--- src/rtl/cmp_pwm_defines.svh ---
// register offsets, field positions and reset values of the comparator and pwm timer
`ifndef CMP_PWM_DEFINES_SVH
`define CMP_PWM_DEFINES_SVH

// byte addresses on the register bus
`define OFF_CMP_CTRL    8'h00
`define OFF_REF_SEL     8'h04
`define OFF_TMR_CTRL    8'h08
`define OFF_TMR_SCALER  8'h0C
`define OFF_TMR_COUNT   8'h10
`define OFF_TMR_BOUND   8'h14

// reset value of every register
`define REG_RST         8'h00

// comparator_control fields
`define CC_EN           7
`define CC_RESULT       6
`define CC_SAMPLED      5
`define CC_INVERT       4
`define CC_MINUS_HI     3
`define CC_MINUS_LO     1
`define CC_PLUS         0

// reference_select fields
`define RS_PIN_OUT      7
`define RS_RANGE_HI     5
`define RS_RANGE_LO     4
`define RS_TAP_HI       3
`define RS_TAP_LO       0

// timer_control fields
`define TC_SRC_HI       7
`define TC_SRC_LO       4
`define TC_OUT_HI       3
`define TC_OUT_LO       2
`define TC_PWM          1

// timer_scaler fields
`define TS_6BIT         7
`define TS_PRE_HI       6
`define TS_PRE_LO       5
`define TS_SCL_HI       4
`define TS_SCL_LO       0

// counter tops in pwm mode
`define PWM8_TOP        8'hFF
`define PWM6_TOP        8'h3F

// prescaler terminal counts for divide by 1, 4, 16, 64
`define PRE_TOP_1       6'h00
`define PRE_TOP_4       6'h03
`define PRE_TOP_16      6'h0F
`define PRE_TOP_64      6'h3F

`endif

--- src/rtl/cmp_pwm_pkg.sv ---
// types shared by the comparator and pwm timer
package cmp_pwm_pkg;

    // timer clock source codes
    typedef enum logic [3:0] {
        SRC_STOP = 4'b0000,
        SRC_SYS  = 4'b0001,
        SRC_FAST = 4'b0010,
        SRC_SLOW = 4'b0100,
        SRC_PA0  = 4'b1000,
        SRC_PA4  = 4'b1010
    } tm_src_t;

    // timer output pin codes
    typedef enum logic [1:0] {
        OUT_OFF  = 2'b00,
        OUT_OFF2 = 2'b01,
        OUT_PA3  = 2'b10,
        OUT_PA4  = 2'b11
    } out_sel_t;

    // comparator minus input codes
    typedef enum logic [2:0] {
        MIN_PA3  = 3'b000,
        MIN_PA4  = 3'b001,
        MIN_BGAP = 3'b010,
        MIN_LADR = 3'b011,
        MIN_PA6  = 3'b100,
        MIN_PA7  = 3'b101
    } minus_sel_t;

endpackage : cmp_pwm_pkg

--- src/rtl/cmp_pwm_timer.sv ---
// comparator control and 8-bit pwm timer behind an apb slave
`timescale 1ns/1ps
`default_nettype none
`include "cmp_pwm_defines.svh"

// Functional notes
// RQ1: minus input from six sources, control bits 3:1
// RQ2: plus input pin or ladder, bit 0
// RQ3: control bit 4 inverts comparator result
// RQ4: result to pin directly or tick sampled
// RQ5: comparator result can request an interrupt
// RQ6: ladder range bits 5:4, tap bits 3:0
// RQ7: control bit 7 enables the comparator
// RQ8: pin routing bit lives in reference select
// RQ9: software disables digital input on analog pins
// RQ10: timer clock source from control bits 7:4
// RQ11: timer output to pin per bits 3:2
// RQ12: prescaler divides by 1, 4, 16, 64
// RQ13: scaler divides further, giving the tick
// RQ14: 8-bit up counter, software readable and writable
// RQ15: counter clears when reaching the bound
// RQ16: period mode and 6/8-bit pwm mode
// RQ17: control bit 1 pwm, scaler bit 7 six-bit
// RQ18: period mode toggles output at each wrap
// RQ19: pwm period 256 or 64 ticks
// RQ20: pwm high while count at or below bound
// RQ21: result sampled per tick, readable status bit
module cmp_pwm_timer
    import cmp_pwm_pkg::*;
#(
    parameter int ADDR_W = 8,
    parameter int SCL_W  = 5
) (
    input  wire logic              i_core_clk,
    input  wire logic              i_rst,
    input  wire logic              i_psel,
    input  wire logic              i_penable,
    input  wire logic              i_pwrite,
    input  wire logic [ADDR_W-1:0] i_paddr,
    input  wire logic [31:0]       i_pwdata,
    output logic                   o_pready,
    output logic                   o_pslverr,
    output logic [31:0]            o_prdata,
    input  wire logic              i_comp_raw,
    input  wire logic              i_fast_rc_osc,
    input  wire logic              i_slow_rc_osc,
    input  wire logic              i_port_a_bit0,
    input  wire logic              i_port_a_bit4,
    output logic                   o_comp_enable,
    output logic [5:0]             o_minus_route,
    output logic                   o_plus_port_a_bit4,
    output logic                   o_plus_ladder,
    output logic [1:0]             o_ladder_range,
    output logic [3:0]             o_ladder_tap,
    output logic                   o_comp_irq_req,
    output logic                   o_timer_irq_req,
    output logic                   o_port_a_bit0_out,
    output logic                   o_port_a_bit0_oe,
    output logic                   o_port_a_bit3_out,
    output logic                   o_port_a_bit3_oe,
    output logic                   o_port_a_bit4_out,
    output logic                   o_port_a_bit4_oe
);

    ////////////////////////////////////////////////////////////////////////
    // address decode shared by the read and write paths
    function automatic logic [3:0] reg_index(input logic [ADDR_W-1:0] addr);
        case (addr)
            `OFF_CMP_CTRL:   reg_index = 4'h8;
            `OFF_REF_SEL:    reg_index = 4'h9;
            `OFF_TMR_CTRL:   reg_index = 4'hA;
            `OFF_TMR_SCALER: reg_index = 4'hB;
            `OFF_TMR_COUNT:  reg_index = 4'hC;
            `OFF_TMR_BOUND:  reg_index = 4'hD;
            default:         reg_index = 4'h0;
        endcase
    endfunction : reg_index

    logic [7:0]  cc_r;
    logic [7:0]  cc_nxt;
    logic [7:0]  rs_r;
    logic [7:0]  rs_nxt;
    logic [7:0]  tc_r;
    logic [7:0]  tc_nxt;
    logic [7:0]  ts_r;
    logic [7:0]  ts_nxt;
    logic [7:0]  bound_r;
    logic [7:0]  bound_nxt;
    logic [31:0] prdata_r;
    logic [31:0] prdata_nxt;
    logic [3:0]  wr_idx;
    logic [3:0]  rd_idx;
    logic        access;
    logic        wr_en;
    logic        cnt_wr;
    logic        bound_wr;

    logic [7:0]  cnt_r;
    logic [7:0]  cnt_nxt;
    logic        tmr_out_r;
    logic        tmr_out_nxt;
    logic [3:0]  src_prev_r;
    logic [3:0]  src_now;
    logic [3:0]  src_rise;
    logic        step;
    logic        tick;
    logic        pwm_mode;
    logic [7:0]  cnt_top;
    logic        cnt_wrap;
    logic        irq_nxt;
    logic        timer_irq_r;

    logic        comp_val;
    logic        comp_prev_r;
    logic        comp_samp_r;
    logic        comp_samp_nxt;
    logic        comp_irq_r;
    logic        pa0_out_r;
    logic        pa0_out_nxt;
    tm_src_t     src_sel;
    out_sel_t    out_sel;
    minus_sel_t  minus_sel;

    ////////////////////////////////////////////////////////////////////////
    // apb slave: zero wait states, error on unmapped addresses
    assign access    = i_psel & i_penable;
    assign wr_idx    = reg_index(i_paddr);
    assign rd_idx    = reg_index(i_paddr);
    assign wr_en     = access & i_pwrite & (wr_idx != 4'h0);
    assign cnt_wr    = wr_en & (wr_idx == 4'hC);
    assign bound_wr  = wr_en & (wr_idx == 4'hD);
    assign o_pready  = 1'b1;
    assign o_pslverr = access & (wr_idx == 4'h0);
    assign o_prdata  = prdata_r;

    // read data is captured in the setup cycle so it stands in the access cycle
    always_comb begin
        prdata_nxt = prdata_r;
        if (i_psel && !i_penable) begin
            case (rd_idx)
                4'h8:    prdata_nxt = {24'h000000, cc_r[7], comp_val, cc_r[5:0]}; // RQ21
                4'h9:    prdata_nxt = {24'h000000, rs_r};
                4'hA:    prdata_nxt = {24'h000000, tc_r};
                4'hB:    prdata_nxt = {24'h000000, ts_r};
                4'hC:    prdata_nxt = {24'h000000, cnt_r}; // RQ14
                4'hD:    prdata_nxt = {24'h000000, bound_r};
                default: prdata_nxt = 32'h00000000;
            endcase
        end
    end

    // register writes; the result bit of comparator_control is read only
    always_comb begin
        cc_nxt    = cc_r;
        rs_nxt    = rs_r;
        tc_nxt    = tc_r;
        ts_nxt    = ts_r;
        bound_nxt = bound_r;
        if (wr_en) begin
            case (wr_idx)
                4'h8:    cc_nxt = {i_pwdata[7], 1'b0, i_pwdata[5:0]};
                4'h9:    rs_nxt = i_pwdata[7:0];
                4'hA:    tc_nxt = i_pwdata[7:0];
                4'hB:    ts_nxt = i_pwdata[7:0];
                4'hD:    bound_nxt = i_pwdata[7:0];
                default: cc_nxt = cc_r;
            endcase
        end
    end

    always_ff @(posedge i_core_clk) begin
        if (i_rst) begin
            cc_r     <= `REG_RST;
            rs_r     <= `REG_RST;
            tc_r     <= `REG_RST;
            ts_r     <= `REG_RST;
            bound_r  <= `REG_RST;
            prdata_r <= 32'h00000000;
        end else begin
            cc_r     <= cc_nxt;
            rs_r     <= rs_nxt;
            tc_r     <= tc_nxt;
            ts_r     <= ts_nxt;
            bound_r  <= bound_nxt;
            prdata_r <= prdata_nxt;
        end
    end

    ////////////////////////////////////////////////////////////////////////
    // comparator input routing and ladder taps
    assign minus_sel          = minus_sel_t'(cc_r[`CC_MINUS_HI:`CC_MINUS_LO]);
    assign o_comp_enable      = cc_r[`CC_EN]; // RQ7
    assign o_plus_port_a_bit4 = cc_r[`CC_PLUS]; // RQ2
    assign o_plus_ladder      = ~cc_r[`CC_PLUS]; // RQ2
    assign o_ladder_range     = rs_r[`RS_RANGE_HI:`RS_RANGE_LO]; // RQ6
    assign o_ladder_tap       = rs_r[`RS_TAP_HI:`RS_TAP_LO]; // RQ6

    // one-hot switch enables; unused codes open every switch
    always_comb begin
        o_minus_route = 6'h00;
        case (minus_sel)
            MIN_PA3:  o_minus_route = 6'h01; // RQ1
            MIN_PA4:  o_minus_route = 6'h02;
            MIN_BGAP: o_minus_route = 6'h04;
            MIN_LADR: o_minus_route = 6'h08;
            MIN_PA6:  o_minus_route = 6'h10;
            MIN_PA7:  o_minus_route = 6'h20;
            default:  o_minus_route = 6'h00;
        endcase
    end

    // a disabled comparator reads as zero so it cannot fake an edge
    assign comp_val = cc_r[`CC_EN] & (i_comp_raw ^ cc_r[`CC_INVERT]); // RQ3

    // tick sampling, pin drive and edge request
    always_comb begin
        comp_samp_nxt = tick ? comp_val : comp_samp_r; // RQ21
        pa0_out_nxt   = cc_r[`CC_SAMPLED] ? comp_samp_r : comp_val; // RQ4
    end

    always_ff @(posedge i_core_clk) begin
        if (i_rst) begin
            comp_prev_r <= 1'b0;
            comp_samp_r <= 1'b0;
            comp_irq_r  <= 1'b0;
            pa0_out_r   <= 1'b0;
        end else begin
            comp_prev_r <= comp_val;
            comp_samp_r <= comp_samp_nxt;
            comp_irq_r  <= comp_val & ~comp_prev_r; // RQ5
            pa0_out_r   <= pa0_out_nxt;
        end
    end

    assign o_comp_irq_req    = comp_irq_r;
    assign o_port_a_bit0_out = pa0_out_r;
    assign o_port_a_bit0_oe  = rs_r[`RS_PIN_OUT] & cc_r[`CC_EN]; // RQ8

    ////////////////////////////////////////////////////////////////////////
    // timer source: inputs are synchronous, so one flop finds each rise
    assign src_sel = tm_src_t'(tc_r[`TC_SRC_HI:`TC_SRC_LO]);
    assign src_now = {i_port_a_bit4, i_port_a_bit0, i_slow_rc_osc, i_fast_rc_osc};
    assign src_rise = src_now & ~src_prev_r;

    always_comb begin
        case (src_sel)
            SRC_SYS:  step = 1'b1; // RQ10
            SRC_FAST: step = src_rise[0];
            SRC_SLOW: step = src_rise[1];
            SRC_PA0:  step = src_rise[2];
            SRC_PA4:  step = src_rise[3];
            default:  step = 1'b0;
        endcase
    end

    tick_divider #(
        .PRE_W (6),
        .SCL_W (SCL_W)
    ) u_div (
        .i_core_clk (i_core_clk),
        .i_rst      (i_rst),
        .i_step     (step),
        .i_pre_sel  (ts_r[`TS_PRE_HI:`TS_PRE_LO]),
        .i_scale    (ts_r[`TS_SCL_HI:`TS_SCL_LO]),
        .o_tick     (tick)
    );

    ////////////////////////////////////////////////////////////////////////
    // counter: period mode wraps at the bound, pwm mode at 255 or 63
    assign pwm_mode = tc_r[`TC_PWM]; // RQ17
    assign cnt_top  = !pwm_mode ? bound_r :
                      (ts_r[`TS_6BIT] ? `PWM6_TOP : `PWM8_TOP); // RQ19
    assign cnt_wrap = cnt_r >= cnt_top;

    // a software write to the count wins over a tick in the same cycle
    always_comb begin
        cnt_nxt     = cnt_r;
        tmr_out_nxt = tmr_out_r;
        irq_nxt     = tick & (cnt_r == bound_r); // RQ20
        if (cnt_wr) begin
            cnt_nxt = i_pwdata[7:0]; // RQ14
        end else if (tick) begin
            cnt_nxt = cnt_wrap ? 8'h00 : 8'(cnt_r + 1'b1); // RQ15
            if (!pwm_mode && cnt_wrap) begin
                tmr_out_nxt = ~tmr_out_r; // RQ18
            end
        end
        if (pwm_mode) begin
            tmr_out_nxt = cnt_nxt <= bound_nxt; // RQ20
        end
    end

    always_ff @(posedge i_core_clk) begin
        if (i_rst) begin
            cnt_r       <= 8'h00;
            tmr_out_r   <= 1'b0;
            timer_irq_r <= 1'b0;
            src_prev_r  <= 4'h0;
        end else begin
            cnt_r       <= cnt_nxt;
            tmr_out_r   <= tmr_out_nxt;
            timer_irq_r <= irq_nxt;
            src_prev_r  <= src_now;
        end
    end

    // output pin select; the pin only carries the wave while selected
    assign out_sel           = out_sel_t'(tc_r[`TC_OUT_HI:`TC_OUT_LO]);
    assign o_port_a_bit3_out = tmr_out_r;
    assign o_port_a_bit3_oe  = out_sel == OUT_PA3; // RQ11
    assign o_port_a_bit4_out = tmr_out_r;
    assign o_port_a_bit4_oe  = out_sel == OUT_PA4; // RQ11
    assign o_timer_irq_req   = timer_irq_r; // RQ16

    ////////////////////////////////////////////////////////////////////////
    // checks
    property p_minus_bgap;
        @(posedge i_core_clk) disable iff (i_rst)
        (cc_r[`CC_MINUS_HI:`CC_MINUS_LO] == MIN_BGAP) |-> (o_minus_route == 6'h04);
    endproperty
    a_minus_bgap: assert property (p_minus_bgap) // RQ1
        else $error("bandgap not routed to minus input");

    property p_invert;
        @(posedge i_core_clk) disable iff (i_rst)
        (cc_r[`CC_EN] && cc_r[`CC_INVERT]) |-> (comp_val == !i_comp_raw);
    endproperty
    a_invert: assert property (p_invert) // RQ3
        else $error("inverted result does not follow raw comparator");

    property p_sample;
        @(posedge i_core_clk) disable iff (i_rst)
        tick |=> (comp_samp_r == $past(comp_val));
    endproperty
    a_sample: assert property (p_sample) // RQ21
        else $error("sampled result not taken on tick");

    property p_pin_direct;
        @(posedge i_core_clk) disable iff (i_rst)
        (o_port_a_bit0_oe && !cc_r[`CC_SAMPLED]) |=> (o_port_a_bit0_out == $past(comp_val));
    endproperty
    a_pin_direct: assert property (p_pin_direct) // RQ4
        else $error("pin does not carry the direct comparator result");

    property p_wrap;
        @(posedge i_core_clk) disable iff (i_rst)
        (tick && !pwm_mode && cnt_r == bound_r && !cnt_wr) |=> (cnt_r == 8'h00);
    endproperty
    a_wrap: assert property (p_wrap) // RQ15
        else $error("counter did not clear at the bound");

    property p_count_up;
        @(posedge i_core_clk) disable iff (i_rst)
        (tick && !cnt_wrap && !cnt_wr) |=> (cnt_r == 8'($past(cnt_r) + 1'b1));
    endproperty
    a_count_up: assert property (p_count_up) // RQ14
        else $error("counter did not step up by one");

    property p_toggle;
        @(posedge i_core_clk) disable iff (i_rst)
        (tick && !pwm_mode && cnt_wrap && !cnt_wr) |=> (tmr_out_r != $past(tmr_out_r));
    endproperty
    a_toggle: assert property (p_toggle) // RQ18
        else $error("period output did not toggle at wrap");

    property p_pwm_level;
        @(posedge i_core_clk) disable iff (i_rst)
        (pwm_mode && !bound_wr) |=> (tmr_out_r == (cnt_r <= bound_r));
    endproperty
    a_pwm_level: assert property (p_pwm_level) // RQ20
        else $error("pwm level disagrees with count and bound");

    property p_six_bit;
        @(posedge i_core_clk) disable iff (i_rst)
        (tick && pwm_mode && ts_r[`TS_6BIT] && cnt_r == `PWM6_TOP && !cnt_wr) |=> (cnt_r == 8'h00);
    endproperty
    a_six_bit: assert property (p_six_bit) // RQ19
        else $error("six-bit pwm did not wrap after 64 ticks");

endmodule : cmp_pwm_timer

`default_nettype wire

--- src/rtl/tick_divider.sv ---
// prescaler and scaler that turn source steps into timer ticks
`timescale 1ns/1ps
`default_nettype none
`include "cmp_pwm_defines.svh"

module tick_divider
    import cmp_pwm_pkg::*;
#(
    parameter int PRE_W = 6,
    parameter int SCL_W = 5
) (
    input  wire logic             i_core_clk,
    input  wire logic             i_rst,
    input  wire logic             i_step,
    input  wire logic [1:0]       i_pre_sel,
    input  wire logic [SCL_W-1:0] i_scale,
    output logic                  o_tick
);

    logic [PRE_W-1:0] pre_cnt_r;
    logic [PRE_W-1:0] pre_cnt_nxt;
    logic [SCL_W-1:0] scl_cnt_r;
    logic [SCL_W-1:0] scl_cnt_nxt;
    logic [PRE_W-1:0] pre_top;
    logic             pre_wrap;
    logic             scl_wrap;

    ////////////////////////////////////////////////////////////////////////
    // the prescaler counts source steps, the scaler counts prescaler wraps; >= guards against a smaller new top
    always_comb begin
        case (i_pre_sel)
            2'b00:   pre_top = `PRE_TOP_1;
            2'b01:   pre_top = `PRE_TOP_4;
            2'b10:   pre_top = `PRE_TOP_16;
            default: pre_top = `PRE_TOP_64;
        endcase
        pre_wrap    = pre_cnt_r >= pre_top;
        scl_wrap    = scl_cnt_r >= i_scale;
        pre_cnt_nxt = pre_cnt_r;
        scl_cnt_nxt = scl_cnt_r;
        o_tick      = i_step & pre_wrap & scl_wrap; // RQ13
        if (i_step) begin
            pre_cnt_nxt = pre_wrap ? '0 : PRE_W'(pre_cnt_r + 1'b1); // RQ12
            if (pre_wrap) begin
                scl_cnt_nxt = scl_wrap ? '0 : SCL_W'(scl_cnt_r + 1'b1); // RQ13
            end
        end
    end

    always_ff @(posedge i_core_clk) begin
        if (i_rst) begin
            pre_cnt_r <= '0;
            scl_cnt_r <= '0;
        end else begin
            pre_cnt_r <= pre_cnt_nxt;
            scl_cnt_r <= scl_cnt_nxt;
        end
    end

    ////////////////////////////////////////////////////////////////////////
    // a tick with divide by 1 on both stages follows every step at once
    property p_tick_step;
        @(posedge i_core_clk) disable iff (i_rst)
        (i_step && i_pre_sel == 2'b00 && i_scale == '0) |-> o_tick;
    endproperty
    a_tick_step: assert property (p_tick_step) // RQ12
        else $error("tick missing with both dividers at one");

endmodule : tick_divider

`default_nettype wire

--- config.mk ---
export PLATFORM = sky130hd
export DESIGN_NAME = cmp_pwm_timer
export DESIGN_NICKNAME = d
export VERILOG_FILES = /design/src/rtl/cmp_pwm_pkg.sv /design/src/rtl/cmp_pwm_timer.sv /design/src/rtl/tick_divider.sv
export VERILOG_INCLUDE_DIRS = /design/src /design/src/rtl
export SDC_FILE = /design/constraint.sdc
export NUM_CORES = 1
export LEC_CHECK = 0
export BUFFER_PORTS_ARGS = -buffer_cell sky130_fd_sc_hd__buf_2
export CORE_MARGIN = 2
export CORE_UTILIZATION = 28
export CTS_BUF_LIST = sky130_fd_sc_hd__clkbuf_8 sky130_fd_sc_hd__clkbuf_16
export DETAILED_ROUTE_END_ITERATION = 8
export HOLD_SLACK_MARGIN = 0.02
export PLACE_DENSITY_LB_ADDON = 0.12
export REMOVE_ABC_BUFFERS = 1
export SETUP_SLACK_MARGIN = 0.15
export SLEW_MARGIN = 20
export SYNTH_ARGS = -nofsm -noshare
export SYNTH_HDL_FRONTEND = slang
export SYNTH_SLANG_ARGS = --single-unit
--- constraint.sdc ---
create_clock -name i_core_clk -period 4.4 [get_ports i_core_clk]
set_input_delay 0.22 -clock i_core_clk [delete_from_list [all_inputs] [get_ports i_core_clk]]
set_output_delay 0.22 -clock i_core_clk [all_outputs]
set_load 0.01 [all_outputs]
==> results.md <==
- **Met2 Wirelength** 6190 µm
- **P_leak** 2.35 nW
- **arrival time at the worst endpoint** 3.88 ns
- **worst setup margin** 0.704 ns
- **I/O pin cnt** 107
- **post-synthesis sequential element count** 76
- **share of the core filled with cells** 33.1%
- **final setup skew** 0.00837 ns
- **initial antenna violation count** 0
- **post-route design area** 5300 µm²
- **effective utilization at floorplan** 28.8%
- **startpoint of the most critical hold path** i_slow_rc_osc
- **total number of vias** 3,852
- **# resized after CTS** 0
- **metal3 WL** 423 µm
- **biggest area contributors in the synthesized netlist** sky130_fd_sc_hd__dfxtp_1 33%, sky130_fd_sc_hd__mux2i_1 10%, sky130_fd_sc_hd__ha_1 7.9%, sky130_fd_sc_hd__nor2_1 5.5%, sky130_fd_sc_hd__buf_4 5.2%
- **Clock Root Buffer** sky130_fd_sc_hd__clkbuf_16
- **CTS tree** done
- **total grt overflow** 0
- **Tightest Hold Check Type** in -> reg
- **most common cell after layout, fill and taps aside** sky130_fd_sc_hd__dfxtp_1
- **highest layer used for signal routing** met4
- **setup repair bufs after CTS** 0
- **clock-pin slew on the worst setup and hold paths** 0.06 ns
- **count of standard-cell rows** 46
- **reg2reg start** tc_r[1]$_SDFFE_PP0P_
- **cell count after synthesis** 529
- **Placeable Area** 16,000 µm²
- **aggregate global-route resource usage** 15.0%
- **count of cells along the worst register-to-register path** 17
- **Max Clock Freq** 0.271 GHz
- **path type of the worst setup path** in -> reg
- **areal power density over the cells** 293 nW/µm²
- **half-perimeter wire length after placement** 9750 µm
- **Yosys Warn Count** 0
- **H-Tree Depth** 3
- **sequential area share after synthesis** 33.0%
- **Post-route DRC** 0
- **detailed router's first-iteration violation count** 186
- **post-synthesis instance area** 4610 µm²
- **layout overhead on the synthesized area** 14.9%
- **maximum buffer depth of the clock tree** 2
- **floorplan die area** 17,500 µm²
- **TritonRoute pass-1 iters** 4
- **worst setup slack after placement** 0.358 ns
- **# setup viols final** 0
- **Slew HR** 37.7%
- **largest net degree at the start of global routing** 38
- **number of enable-type register cells in the synthesized netlist** 0
- **largest vdd supply drop** 0.170 mV
- **cells traversed along the worst timing path** buf_2 -> nor4_4 -> nand2_1 -> nor2_1 -> nand2_1 -> ha_1 -> nor4b_2 -> or3_1 -> mux2_1 -> a211oi_2 -> nor2_1 -> ha_1 -> and4_1 -> o21ai_0 -> a221oi_1 -> a311oi_1
- **slowest stage delay, CP** 0.48 ns
- **CTS buffer count** 9
- **number of max-capacitance violations reported** 0
- **vias per cell** 4.83
- **total clock sinks** 76
- **wire length on met1** 6190 µm
- **Hold Path Stages** 2
- **vias in the first global route** 3,711
- **final routed wirelength across all metal layers** 12,900 µm
- **net total in the final layout** 655
- **top-area cell type share of the netlist area** 33.0%
- **wire length per cell** 16.2 µm
- **primary flip-flop cell chosen by synthesis mapping** sky130_fd_sc_hd__dfxtp_1
- **Period Utilization, post-route** 84.0%
- **average instance area after synthesis** 8.72 µm²
- **Final Hold Violating Endpoints** 0
- **max-slew violation count** 0
- **Worst R2R Setup Slack** 0.71 ns
- **Port Buffers** 57
- **width of the die** 132 µm
- **routability congestion estimate from global placement** 0.763
- **Worst Hold Endpoint** src_prev_r[1]$_SDFF_PP0_
- **share of final-layout standard cells stronger than drive strength 1** 16.7%
- **clock period minus worst slack** 3.70 ns
- **Max stage delay cell, worst path** sky130_fd_sc_hd__or3_1
- **total inserted antenna cells** 0
- **required time at the endpoint of the critical path** 4.59 ns
- **result of the run** complete, no violations
- **kind of end point of the critical path** register
- **DRT antenna net count** 0
- **area leader, netlist** sky130_fd_sc_hd__dfxtp_1
- **CTS Hold Buffers Added** 0
- **number of unique standard cell types used by synthesis** 64
- **crit-path max FO** 10
- **power consumption** 1.55 mW
- **clock latency on the worst-skew pair** 0.34 ns
- **worst-margin pin slew** 0.931 ns
- **async set or reset register ratio after synthesis** 0%
- **total placed instance area** 5010 µm²
- **commonest cells after routing, fill and taps aside** 76 x sky130_fd_sc_hd__dfxtp_1, 68 x sky130_fd_sc_hd__nor2_1, 57 x sky130_fd_sc_hd__buf_2, 47 x sky130_fd_sc_hd__mux2i_1, 33 x sky130_fd_sc_hd__nand2_1
- **setup repair after global routing missed its margin** false
- **global-route wire length before repair** 20,600 µm
- **vertical die dimension** 132 µm
- **startpoint kind of the worst setup timing path** input port
- **Reg-to-Reg End** o_port_a_bit3_out$_SDFFE_PP0P_
- **setup_tns** 0 ns
-- cells by family (layout without fill, tap and decap cells) --
| family | after synthesis | in the layout | share of synthesized area [%] |
|---|---|---|---|
| flip-flops | 76 | 76 | 33.0 |
| buffers and inverters | 72 | 101 | 8.54 |
| adder cells (fa/ha/maj) | 29 | 29 | 7.86 |
| multiplexers | 49 | 49 | 10.7 |
| AO/OA/AOI/OAI | 85 | 85 | 13.2 |
| XOR/XNOR | 21 | 21 | 3.99 |
| AND/OR/NAND/NOR | 195 | 195 | 22.6 |
| other | 2 | 25 | 0.163 |
-- synth_stat cells, types with 3 or more instances --
| cell type | number |
|---|---|
| sky130_fd_sc_hd__a211o_1 | 3 |
| sky130_fd_sc_hd__a211oi_1 | 10 |
| sky130_fd_sc_hd__a21o_1 | 5 |
| sky130_fd_sc_hd__a21oi_1 | 24 |
| sky130_fd_sc_hd__a311oi_1 | 4 |
| sky130_fd_sc_hd__a31oi_1 | 6 |
| sky130_fd_sc_hd__and2_1 | 4 |
| sky130_fd_sc_hd__and3_1 | 10 |
| sky130_fd_sc_hd__buf_2 | 3 |
| sky130_fd_sc_hd__buf_4 | 32 |
| sky130_fd_sc_hd__clkbuf_1 | 19 |
| sky130_fd_sc_hd__dfxtp_1 | 76 |
| sky130_fd_sc_hd__ha_1 | 29 |
| sky130_fd_sc_hd__inv_1 | 17 |
| sky130_fd_sc_hd__mux2i_1 | 47 |
| sky130_fd_sc_hd__nand2_1 | 33 |
| sky130_fd_sc_hd__nand2b_1 | 3 |
| sky130_fd_sc_hd__nand3_1 | 17 |
| sky130_fd_sc_hd__nand4_1 | 7 |
| sky130_fd_sc_hd__nor2_1 | 68 |
| sky130_fd_sc_hd__nor2b_1 | 8 |
| sky130_fd_sc_hd__nor3_1 | 11 |
| sky130_fd_sc_hd__nor3b_1 | 4 |
| sky130_fd_sc_hd__o21a_1 | 3 |
| sky130_fd_sc_hd__o21ai_0 | 5 |
| sky130_fd_sc_hd__o221ai_1 | 8 |
| sky130_fd_sc_hd__or2_2 | 3 |
| sky130_fd_sc_hd__or3_1 | 4 |
| sky130_fd_sc_hd__or4b_1 | 3 |
| sky130_fd_sc_hd__xnor2_1 | 5 |
| sky130_fd_sc_hd__xor2_1 | 16 |
-- sequential cells by signal (all words and copies together), names as in the netlist --
name and cells:
bound_r 8, cnt_r 8, o_prdata 8, rs_r 8, tc_r 8, ts_r 8
cc_r 7, u_div.pre_cnt_r 6, u_div.scl_cnt_r 5, src_prev_r 4, comp_prev_r 1, comp_samp_r 1
o_comp_irq_req 1, o_port_a_bit0_out 1, o_port_a_bit3_out 1, o_timer_irq_req 1
-- per-layer routing --
metal | vias to the layer above | track usage (%)
li1 | 1936 | -
met1 | 1851 | 20.0
met2 | 54 | 24.6
met3 | 11 | 3.27
met4 | 0 | 3.76
met5 | - | 0
-- layout make-up --
type | instances | area (µm²)
multi-input combinational | 404 | 2790
sequential | 76 | 1520
inverter | 17 | 63.8
fill | 1735 | 10700
tap | 216 | 270
clock buffer | 9 | 225
timing repair buffer | 68 | 368
clock inverter | 7 | 68.8
-- worst max-delay path by stage --
stage	startpoint	slack, ns	depth (start not counted)	endpoint
3_5_place_dp	i_paddr[1]	0.36	17	o_port_a_bit3_out$_SDFFE_PP0P_
6_report	i_paddr[1]	0.70	16	o_port_a_bit3_out$_SDFFE_PP0P_
3_3_place_gp	i_paddr[1]	0.33	17	o_port_a_bit3_out$_SDFFE_PP0P_
5_1_grt	tc_r[1]$_SDFFE_PP0P_	0.42	17	o_port_a_bit3_out$_SDFFE_PP0P_
4_1_cts	tc_r[1]$_SDFFE_PP0P_	0.69	17	o_port_a_bit3_out$_SDFFE_PP0P_
2_1_floorplan	i_paddr[1]	0.59	14	o_port_a_bit3_out$_SDFFE_PP0P_
-- power by group --
part | internal (mW) | switching, mW
clock | 0.438 | 0.303
combinational | 0.0380 | 0.0735
sequential | 0.695 | 0.00461
-- worst max-delay path, delay by kind of cell --
kind,cells,cell delay [ns]
mux,1,0.39
simple gates,8,1.94
compound gates,4,0.69
fa+ha+maj,2,0.51
buf+inv,1,0.12
-- stage by stage --
stage	hold WS (ns)	std cells
2_1_floorplan	0.289	497
6_report	0.110	797
5_1_grt	0.118	797
4_1_cts	0.100	797
3_3_place_gp	0.388	781
3_5_place_dp	0.399	781
Power figures use the tool's default switching activity.
